--- src/eci_defs.svh ---
`ifndef ECI_DEFS_SVH
`define ECI_DEFS_SVH

// number of input channels
`define ECI_NUM_CH          8
// byte offset of the input state image
`define ECI_OFF_INPUT_STATE 8'h00
// object index and subentry range for per-bit access
`define ECI_OBJ_INDEX       16'h6000
`define ECI_SUB_FIRST       8'h01
`define ECI_SUB_LAST        8'h08
// filter delay, in microseconds, and clock period in nanoseconds
`define ECI_FILTER_US       3000
`define ECI_CLK_NS          100
// filter delay in clock cycles (3 ms at 10 MHz)
`define ECI_FILTER_CYC      ((`ECI_FILTER_US * 1000) / `ECI_CLK_NS)
// half period of the 2 Hz blink, in microseconds and cycles
`define ECI_BLINK_HALF_US   250000
`define ECI_BLINK_HALF_CYC  ((`ECI_BLINK_HALF_US * 1000) / `ECI_CLK_NS)
// counter widths
`define ECI_FCNT_W          15
`define ECI_BCNT_W          22
// arbitrary neutral identity value, not tied to any real part
`define ECI_MODULE_ID       32'h0000_0001

`endif

--- src/eci_pkg.sv ---
package eci_pkg;
  // module state as seen on the run and fault indicators
  typedef enum logic [2:0] {
    ECI_ST_OK       = 3'b000,
    ECI_ST_ERR_BUS  = 3'b001,
    ECI_ST_ERR_NBUS = 3'b010,
    ECI_ST_PWR_FAIL = 3'b011,
    ECI_ST_CFG_ERR  = 3'b100
  } eci_state_type;
endpackage

--- src/eci_filter.sv ---
`timescale 1ns/1ps
`default_nettype none
`include "eci_defs.svh"

module eci_filter
  import eci_pkg::*;
(
  // clock and reset
  input  wire logic i_clk,
  input  wire logic i_arst_n,
  // raw channel input
  input  wire logic i_raw,
  // filtered level
  output logic      o_level
);

  ////////////////////////////////////////////////////////////////////////////
  logic                   sync1_q;  // first stage, read only by sync2
  logic                   sync2_q;  // synchronised level
  logic                   level_q;  // filtered level
  logic [`ECI_FCNT_W-1:0] cnt_q;    // stable-time counter
  logic [`ECI_FCNT_W-1:0] cnt_d;

  localparam logic [`ECI_FCNT_W-1:0] FILT_LAST =
    `ECI_FCNT_W'(`ECI_FILTER_CYC - 1);

  wire differs = (sync2_q != level_q);
  wire expired = (cnt_q == FILT_LAST);

  // count while differing, restart once it matches again
  assign cnt_d = (differs && !expired) ? cnt_q + 1'b1 : '0;

  // two-flop synchroniser
  always_ff @(posedge i_clk or negedge i_arst_n)
  begin
    if (!i_arst_n)
    begin
      sync1_q <= 1'b0;
      sync2_q <= 1'b0;
    end
    else
    begin
      sync1_q <= i_raw;    // RQ16
      sync2_q <= sync1_q;
    end
  end

  // level follows after the delay of stable opposite level
  always_ff @(posedge i_clk or negedge i_arst_n)
  begin
    if (!i_arst_n)
    begin
      cnt_q   <= '0;
      level_q <= 1'b0;
    end
    else
    begin
      cnt_q <= cnt_d;                           // RQ16
      if (differs && expired)
        level_q <= sync2_q;                     // RQ5 RQ6
    end
  end

  assign o_level = level_q;

  // a change never shows before the full delay of stable input
  a_filter_hold: assert property (@(posedge i_clk) disable iff (!i_arst_n)
    $changed(level_q) |-> $past(cnt_q) == FILT_LAST) // RQ5
    else $error("filtered level changed before delay expired");

endmodule // eci_filter
`default_nettype wire

--- src/eci_input_image.sv ---
`timescale 1ns/1ps
`default_nettype none
`include "eci_defs.svh"

// Behaviour
// RQ1: eight independent inputs, each with indicator
// RQ2: input byte at offset zero, bit n
// RQ3: object 6000h, subentries 01h-08h per bit
// RQ4: no output bytes; output writes ignored
// RQ5: rising edge shown after 3 ms stable
// RQ6: falling edge shown after 3 ms stable
// RQ7: channel lit when one and module ok; code lights it on one in every module state
// RQ8: channel dark when input reads zero
// RQ9: bus ok, no error: run on
// RQ10: error with bus: run and fault on
// RQ11: no bus with error: fault only
// RQ12: bus power fail: both indicators off
// RQ13: configuration error blinks fault at 2Hz
// RQ14: all eight inputs always enabled
// RQ15: no interrupts, diagnostics or config writes
// RQ16: synchronise inputs, restart filter on change
module eci_input_image
  import eci_pkg::*;
(
  // clock and reset
  input  wire logic                   i_clk,
  input  wire logic                   i_arst_n,
  // field inputs
  input  wire logic [`ECI_NUM_CH-1:0] i_input_channel,
  // module status from the bus side
  input  wire logic                   i_bus_ok,
  input  wire logic                   i_bus_power_ok,
  input  wire logic                   i_module_error,
  input  wire logic                   i_config_error,
  // process image read by offset
  input  wire logic                   i_img_rd,
  input  wire logic [7:0]             i_img_addr,
  output logic [7:0]                  o_img_rdata,
  output logic                        o_img_hit,
  // process image write (no bytes mapped)
  input  wire logic                   i_img_wr,
  input  wire logic [7:0]             i_img_wdata,
  // object access
  input  wire logic                   i_obj_rd,
  input  wire logic [15:0]            i_object_index,
  input  wire logic [7:0]             i_object_subentry,
  output logic [7:0]                  o_obj_rdata,
  output logic                        o_obj_hit,
  // indicators
  output logic                        o_run_indicator,
  output logic                        o_fault_indicator,
  output logic [`ECI_NUM_CH-1:0]      o_channel_indicator,
  // fixed identity and tied-off interrupt
  output logic [31:0]                 o_module_id,
  output logic                        o_irq
);

  ////////////////////////////////////////////////////////////////////////////
  // declarations
  logic [`ECI_NUM_CH-1:0] input_state_image;  // filtered levels
  logic [7:0]             img_rdata_q;        // registered read data
  logic [7:0]             img_rdata_d;
  logic [7:0]             obj_rdata_q;
  logic [7:0]             obj_rdata_d;
  logic                   run_q;              // run indicator
  logic                   fault_q;            // fault indicator
  logic [`ECI_NUM_CH-1:0] chan_q;             // channel indicators
  logic [`ECI_BCNT_W-1:0] blink_cnt_q;        // 2 Hz half period
  logic                   blink_q;            // blink phase
  eci_state_type          state;              // decoded module state

  localparam logic [`ECI_BCNT_W-1:0] BLINK_LAST =
    `ECI_BCNT_W'(`ECI_BLINK_HALF_CYC - 1);

  ////////////////////////////////////////////////////////////////////////////
  // one filter per channel, none can be switched off
  genvar ch;
  generate
    for (ch = 0; ch < `ECI_NUM_CH; ch++)
    begin : g_chan
      eci_filter u_filter (                        // RQ1 RQ14
        .i_clk    (i_clk),
        .i_arst_n (i_arst_n),
        .i_raw    (i_input_channel[ch]),
        .o_level  (input_state_image[ch])          // RQ2
      );
    end
  endgenerate

  ////////////////////////////////////////////////////////////////////////////
  // process image decode; only offset zero is mapped
  wire img_sel  = (i_img_addr == `ECI_OFF_INPUT_STATE);
  assign o_img_hit = i_img_rd && img_sel;
  assign img_rdata_d = o_img_hit ? input_state_image : 8'h00;  // RQ2

  // writes reach nothing: the output image has no bytes here
  wire unused_wr = i_img_wr ^ (^i_img_wdata);      // RQ4

  // object decode; subentry 0 gives the whole byte
  wire       obj_idx  = (i_object_index == `ECI_OBJ_INDEX);
  wire       sub_bit  = (i_object_subentry >= `ECI_SUB_FIRST) &&
                        (i_object_subentry <= `ECI_SUB_LAST);
  wire [2:0] sub_pos  = 3'(i_object_subentry - `ECI_SUB_FIRST);
  wire       sub_whole = (i_object_subentry == 8'h00);
  assign o_obj_hit = i_obj_rd && obj_idx && (sub_bit || sub_whole);
  assign obj_rdata_d =
    !o_obj_hit ? 8'h00 :
    sub_whole  ? input_state_image :
                 {7'h00, input_state_image[sub_pos]};          // RQ3

  ////////////////////////////////////////////////////////////////////////////
  // read data registers
  always_ff @(posedge i_clk or negedge i_arst_n)
  begin
    if (!i_arst_n)
    begin
      img_rdata_q <= 8'h00;
      obj_rdata_q <= 8'h00;
    end
    else
    begin
      img_rdata_q <= img_rdata_d;
      obj_rdata_q <= obj_rdata_d;
    end
  end

  assign o_img_rdata = img_rdata_q;
  assign o_obj_rdata = obj_rdata_q;

  ////////////////////////////////////////////////////////////////////////////
  // module state; configuration error overrides, then power
  assign state =
    i_config_error  ? ECI_ST_CFG_ERR  :           // RQ13
    !i_bus_power_ok ? ECI_ST_PWR_FAIL :           // RQ12
    !i_bus_ok       ? ECI_ST_ERR_NBUS :           // RQ11
    i_module_error  ? ECI_ST_ERR_BUS  :           // RQ10
                      ECI_ST_OK;                  // RQ9

  // 2 Hz blink timer, free running
  always_ff @(posedge i_clk or negedge i_arst_n)
  begin
    if (!i_arst_n)
    begin
      blink_cnt_q <= '0;
      blink_q     <= 1'b0;
    end
    else if (blink_cnt_q == BLINK_LAST)
    begin
      blink_cnt_q <= '0;
      blink_q     <= ~blink_q;                    // RQ13
    end
    else
      blink_cnt_q <= blink_cnt_q + 1'b1;
  end

  ////////////////////////////////////////////////////////////////////////////
  // indicator registers
  always_ff @(posedge i_clk or negedge i_arst_n)
  begin
    if (!i_arst_n)
    begin
      run_q   <= 1'b0;
      fault_q <= 1'b0;
      chan_q  <= '0;
    end
    else
    begin
      // channels follow the filtered state: lit on one, dark on zero
      chan_q <= input_state_image;                // RQ7 RQ8
      case (state)
        ECI_ST_OK:
        begin
          run_q   <= 1'b1;                        // RQ9
          fault_q <= 1'b0;
        end
        ECI_ST_ERR_BUS:
        begin
          run_q   <= 1'b1;                        // RQ10
          fault_q <= 1'b1;
        end
        ECI_ST_ERR_NBUS:
        begin
          run_q   <= 1'b0;                        // RQ11
          fault_q <= 1'b1;
        end
        ECI_ST_PWR_FAIL:
        begin
          run_q   <= 1'b0;                        // RQ12
          fault_q <= 1'b0;
        end
        default:
        begin
          // run is don't-care; kept off to save a state
          run_q   <= 1'b0;
          fault_q <= blink_q;                     // RQ13
        end
      endcase
    end
  end

  assign o_run_indicator     = run_q;
  assign o_fault_indicator   = fault_q;
  assign o_channel_indicator = chan_q;
  assign o_module_id         = `ECI_MODULE_ID;
  // no interrupt source exists in this module
  assign o_irq               = 1'b0;              // RQ15

  ////////////////////////////////////////////////////////////////////////////
  // assertions
  a_img_read_byte: assert property (@(posedge i_clk) disable iff (!i_arst_n)
    (i_img_rd && img_sel) |=> o_img_rdata == $past(input_state_image)) // RQ2
    else $error("image read did not return the input byte");

  a_obj_read_bit: assert property (@(posedge i_clk) disable iff (!i_arst_n)
    (o_obj_hit && sub_bit) |=>
      o_obj_rdata == {7'h00, $past(input_state_image[sub_pos])}) // RQ3
    else $error("object subentry returned wrong bit");

  a_img_unmapped: assert property (@(posedge i_clk) disable iff (!i_arst_n)
    (i_img_rd && !img_sel) |=> o_img_rdata == 8'h00) // RQ4
    else $error("unmapped offset returned data");

  a_chan_follow: assert property (@(posedge i_clk) disable iff (!i_arst_n)
    ##1 o_channel_indicator == $past(input_state_image)) // RQ7
    else $error("channel indicator does not follow input");

  a_chan_dark: assert property (@(posedge i_clk) disable iff (!i_arst_n)
    !input_state_image[0] |=> !o_channel_indicator[0]) // RQ8
    else $error("channel indicator lit with input at zero");

  a_run_ok: assert property (@(posedge i_clk) disable iff (!i_arst_n)
    (state == ECI_ST_OK) |=> (o_run_indicator && !o_fault_indicator)) // RQ9
    else $error("ok state did not show run only");

  a_run_err: assert property (@(posedge i_clk) disable iff (!i_arst_n)
    (state == ECI_ST_ERR_BUS) |=> (o_run_indicator && o_fault_indicator)) // RQ10
    else $error("module error did not show run and fault");

  a_fault_nbus: assert property (@(posedge i_clk) disable iff (!i_arst_n)
    (state == ECI_ST_ERR_NBUS) |=> (!o_run_indicator && o_fault_indicator)) // RQ11
    else $error("no-bus error did not show fault only");

  a_power_dark: assert property (@(posedge i_clk) disable iff (!i_arst_n)
    (state == ECI_ST_PWR_FAIL) |=> (!o_run_indicator && !o_fault_indicator)) // RQ12
    else $error("power fail left an indicator on");

  a_blink_toggle: assert property (@(posedge i_clk) disable iff (!i_arst_n)
    (blink_cnt_q == BLINK_LAST) |=> blink_q != $past(blink_q)) // RQ13
    else $error("blink phase did not toggle at half period");

  a_no_irq: assert property (@(posedge i_clk) disable iff (!i_arst_n)
    !o_irq) // RQ15
    else $error("interrupt raised");

endmodule // eci_input_image
`default_nettype wire

--- config.mk ---
export PLATFORM = sky130hd
export DESIGN_NAME = eci_input_image
export DESIGN_NICKNAME = d
export VERILOG_FILES = /design/src/eci_pkg.sv /design/src/eci_filter.sv /design/src/eci_input_image.sv
export VERILOG_INCLUDE_DIRS = /design/src
export SDC_FILE = /design/constraint.sdc
export NUM_CORES = 1
export LEC_CHECK = 0
export ABC_AREA = 0
export BUFFER_PORTS_ARGS = -buffer_cell sky130_fd_sc_hd__buf_2
export CORE_MARGIN = 8
export CORE_UTILIZATION = 50
export CTS_CLUSTER_DIAMETER = 200
export DETAILED_ROUTE_END_ITERATION = 6
export PLACE_DENSITY_LB_ADDON = 0.05
export SETUP_SLACK_MARGIN = 0.1
export SYNTH_ARGS = -nofsm -noshare
export SYNTH_HDL_FRONTEND = slang
export SYNTH_SLANG_ARGS = --single-unit
--- constraint.sdc ---
create_clock -name i_clk -period 2.5 [get_ports i_clk]
set_input_delay 0.25 -clock i_clk [delete_from_list [all_inputs] [get_ports i_clk]]
set_output_delay 0.25 -clock i_clk [all_outputs]
set_load 0.005 [all_outputs]
==> summary by stage <==
Status
The flow ran to the end, and the final reports show no timing, DRC or antenna violations.

Global routing
Entering global routing, the biggest net connects 81 pins. The overall track demand over capacity in global routing is roughly 17%. The number of antenna violations at the first check in global routing is 0. The first-pass GRT wire length is 30400 µm.

The number of global-route vias before repair came to 6244. The total congestion overflow is 0.

Synthesis
The synthesized design contains roughly 190 register bits. The area fraction of the dominant cell type after synthesis is a little over half. For this run, the leading register cell type out of synthesis is sky130_fd_sc_hd__dfrtp_1. During synthesis, Yosys emitted a total of 0 warnings. Counting flops with an async set or reset pin after synthesis yields a share of 100%. The synthesized design spends more area on one cell type than any other, namely sky130_fd_sc_hd__dfrtp_1. By area the synthesized netlist is led by sky130_fd_sc_hd__dfrtp_1, sky130_fd_sc_hd__xnor2_1, sky130_fd_sc_hd__nor2_1, sky130_fd_sc_hd__xor2_1, sky130_fd_sc_hd__nand4_1.

The sequential area share after synthesis is 54.4%. Counting flops with a built-in enable in the synthesized netlist gives 0. The synthesized cell area is 8870 µm².

Averaged over all synthesized cells, the footprint is 10.7 µm². The number of distinct standard cells referenced by the synthesized netlist is 43. Synthesis handed over a netlist of between 800 and 900 instances.

Setup path
Data on the critical path is required at its endpoint by 2.79 ns. The number of buffers and inverters on the critical path is 0. The reg-to-reg startpoint is g_chan[7].u_filter.cnt_q[7]. The worst setup path category is flop to flop.

The type of element launching the critical path is a flop. The slowest stage of the critical path belongs to the cell sky130_fd_sc_hd__dfrtp_1. The peak per-stage delay on the critical path is 0.42 ns. The endpoint type of the worst setup path is a flop. The critical path data arrival time is 2.03 ns. The largest fanout on the critical path is 15. On the critical path the largest part of the delay comes from simple AND/OR/NAND/NOR gates.

The most critical setup path has its startpoint at g_chan[7].u_filter.cnt_q[7]. The signal on the critical path passes through or3_1 -> nor4_2 -> nand2b_2 -> nor2_1.

Clocking
In this run the clock root is driven by a sky130_fd_sc_hd__clkbuf_16. The clock latency reported for the late side of the worst-skew pair is 0.42 ns. The CTS clock-pin slew for the worst setup and hold paths is 0.07 ns. The buffer levels on the longest clock path is 2. Clock tree synthesis found a total of 193 sinks. The TritonCTS buffer count is 17.

The clock tree synthesis step divided the H-tree into 4 levels. The CTS tree is done. The number of instances resized during post-cts repair is 0.

Finish
The cell area after layout is between 10000 and 15000 µm². The count of placed standard cells in the final layout, fillers left out is 1169. The net count reported at finish is 1000. The number of antenna diodes in the final layout is 0.

The signed area change from the synthesized netlist to the final layout is 14.0%. Of the cells placed in the final design, the portion with a size suffix greater than 1 is 13.8%.

Floorplanning
The initial utilization of the core area, before any placement, comes to 51.3%. The count of standard-cell rows is 48. The chip width is ~150 µm. The vertical die dimension is about 150 µm. The floorplan core area is 17300 µm². The die area is 22300 µm². The number of top-level pins is 118.

Timing
The number of failing hold endpoints at the final stage came to 0. The aggregate negative setup slack is 0 ns. Setup repair after global routing left no endpoint under its margin. Headroom to the max-slew limit came out at a little under three fifths. Setup violations remaining at the end of the flow were counted as 0. For the pin with the worst max-slew slack, the measured transition is 0.655 ns. The total count of max-transition violations in the final report is 0. Based on the critical path, the design can be clocked at up to around 580 MHz. Across the routed clock network, the largest skew measured is 0.00822 ns.

The final critical-path required period is 1.73 ns. The part of the cycle the worst path needs is 69.4%.

Power and ir drop
The internal power of the cells totals 4820 µW. IR analysis of the VDD net gives a maximum drop of 0.549 mV. Dividing total power by cell area gives a power density of 604 nW/µm². The total leakage power is between 0.004 and 0.005 µW. Net switching is 21.1% of the power. The clock network is responsible for 43.4% of the overall power. In this run the power spent charging and discharging nets is 1290 µW. The share of power burned in registers is 52.5%. Combinational logic is responsible for 4.0% of the overall power.

Place
The detailed placer's ending HPWL is 12700 µm. The number of placed instances with taps included is 1127. At the end of routability-driven placement, the weighted congestion stood at 0.797.

The number of I/O port buffers is 75. The post-detailed-placement cell area is roughly 9400 µm².

Drt
The number of optimization iterations in the first detailed-route pass is 4. The aggregate routed wire length is 17900 µm. The average wire per standard cell is 15.3 µm. The number of violations reported at the end of detailed-routing iteration 0 is ~320. The total number of vias is 6067.

The final antenna-violating net count is 0. After detailed routing, the number of vias per cell comes to 5.19. The number of remaining DRC errors is 0.

Min path
The worst hold path begins at i_bus_ok. The path type of the worst min-delay path is primary input to flop.

Job
The tool flagged a number of max-cap violations equal to 0.
[power groups by stage]
stage               registers [µW]  logic [µW]  clock network, µW
floorplan                     3260         140                  0
global placement              3260         228                  0
detailed placement            3270         236                  0
CTS                           3210         251               2730
global route                  3210         285               2850
finish                        3210         246               2650
[logic make-up after synthesis]
family                   count (synthesis)  share of synthesized area, %
other                                    2                        0.0846
flip-flops                             193                          54.4
adder cells (fa/ha/maj)                 12                          1.69
XOR/XNOR                               129                          12.7
AO/OA/AOI/OAI                           12                         0.832
AND/OR/NAND/NOR                        411                          24.4
buffers and inverters                   59                          3.95
multiplexers                            13                          1.86
[Yosys cell counts, types with 17 or more instances]
master / count
sky130_fd_sc_hd__xnor2_1: 91
sky130_fd_sc_hd__buf_4: 34
sky130_fd_sc_hd__nor2_1: 139
sky130_fd_sc_hd__xor2_1: 38
sky130_fd_sc_hd__dfrtp_1: 193
sky130_fd_sc_hd__nand2_1: 44
sky130_fd_sc_hd__nor4_1: 26
sky130_fd_sc_hd__inv_1: 17
sky130_fd_sc_hd__nand3_1: 46
sky130_fd_sc_hd__nand4_1: 42
sky130_fd_sc_hd__nor3_1: 30
sky130_fd_sc_hd__and3_1: 20
[flip-flops by register name, indices dropped and copies added (netlist names), 8 cells and up]
name,count
g_chan.u_filter.cnt_q,120
g_chan.u_filter.o_level,8
blink_cnt_q,22
g_chan.u_filter.sync1_q,8
g_chan.u_filter.sync2_q,8
o_img_rdata,8
o_obj_rdata,8
o_channel_indicator,8
[area by class of cell]
class / instances / area [µm²]
Timing Repair Buffer: 92 / 549
Sequential cell: 193 / 4830
Tap cell: 225 / 282
Clock buffer: 28 / 537
Multi-Input combinational cell: 610 / 3810
Fill cell: 1455 / 7180
Inverter: 17 / 63.8
Clock inverter: 4 / 45.0
[through the flow]
stage | power (µW) | hold slack, ns | util [%] | worst slack [ns]
after global routing | 6350 | 0.0329 | 58.5 | 0.548
after global placement | 3490 | 0.323 | 54.5 | 0.817
after detailed placement | 3500 | 0.335 | 54.5 | 0.784
after CTS | 6190 | 0.0274 | 58.5 | 0.751
final | 6110 | 0.0491 | 58.5 | 0.765
after floorplan | 3400 | -0.0456 | - | 0.939
[metal layers]
metal | share of wire (%) | GRT usage, % | up-vias
met2 | 51 | 28.4 | 80
li1 | - | - | 2982
met5 | 0 | 0 | -
met4 | 0.96 | 5.30 | 0
met3 | 4.2 | 4.07 | 11
met1 | 43 | 21.0 | 2994
[timing repair]
item                      4_1_cts  5_1_grt
setup buffers                   0        0
hold endpoints to repair       84        0
hold buffers                   10        0
[cells in the final DEF (no fill, tap or decap), types with 4 or more instances in the layout]
master / Yosys / final
sky130_fd_sc_hd__clkbuf_16: 0 / 17
sky130_fd_sc_hd__ha_1: 12 / 12
sky130_fd_sc_hd__conb_1: 2 / 33
sky130_fd_sc_hd__nor4_1: 26 / 26
sky130_fd_sc_hd__nor2_1: 139 / 139
sky130_fd_sc_hd__nand2_1: 44 / 44
sky130_fd_sc_hd__nand4_1: 42 / 42
sky130_fd_sc_hd__nor4bb_1: 13 / 13
sky130_fd_sc_hd__and3b_1: 7 / 7
sky130_fd_sc_hd__clkbuf_1: 7 / 4
sky130_fd_sc_hd__clkbuf_8: 0 / 8
sky130_fd_sc_hd__nor4_2: 4 / 4
sky130_fd_sc_hd__xor2_1: 38 / 38
sky130_fd_sc_hd__and4_1: 4 / 4
sky130_fd_sc_hd__inv_1: 17 / 17
sky130_fd_sc_hd__nor4b_1: 4 / 4
sky130_fd_sc_hd__and2_1: 15 / 15
sky130_fd_sc_hd__nor3_1: 30 / 30
sky130_fd_sc_hd__o21ai_0: 5 / 5
sky130_fd_sc_hd__and3_1: 20 / 20
sky130_fd_sc_hd__mux2_2: 8 / 8
sky130_fd_sc_hd__buf_2: 1 / 74
sky130_fd_sc_hd__dfrtp_1: 193 / 193
sky130_fd_sc_hd__nand3_1: 46 / 46
sky130_fd_sc_hd__buf_4: 34 / 6
sky130_fd_sc_hd__dlygate4sd3_1: 0 / 10
sky130_fd_sc_hd__xnor2_1: 91 / 91
[worst min-delay path: stages]
cell and delay (ns):
sky130_fd_sc_hd__buf_2 0.10, sky130_fd_sc_hd__nand2_1 0.05, sky130_fd_sc_hd__nor2_1 0.03
[final timing paths]
check	endpoint	slack, ns	depth (start not counted)
hold / removal	o_run_indicator	0.05	3
max in group asynchronous	blink_cnt_q[8]	1.25	3
setup reg to reg	g_chan[7].u_filter.cnt_q[5]	0.77	4
hold reg to reg	g_chan[3].u_filter.sync2_q	0.35	0
min in group asynchronous	g_chan[3].u_filter.cnt_q[11]	0.42	2
setup / recovery	g_chan[7].u_filter.cnt_q[5]	0.77	4
(Power assumes the default switching activity.)
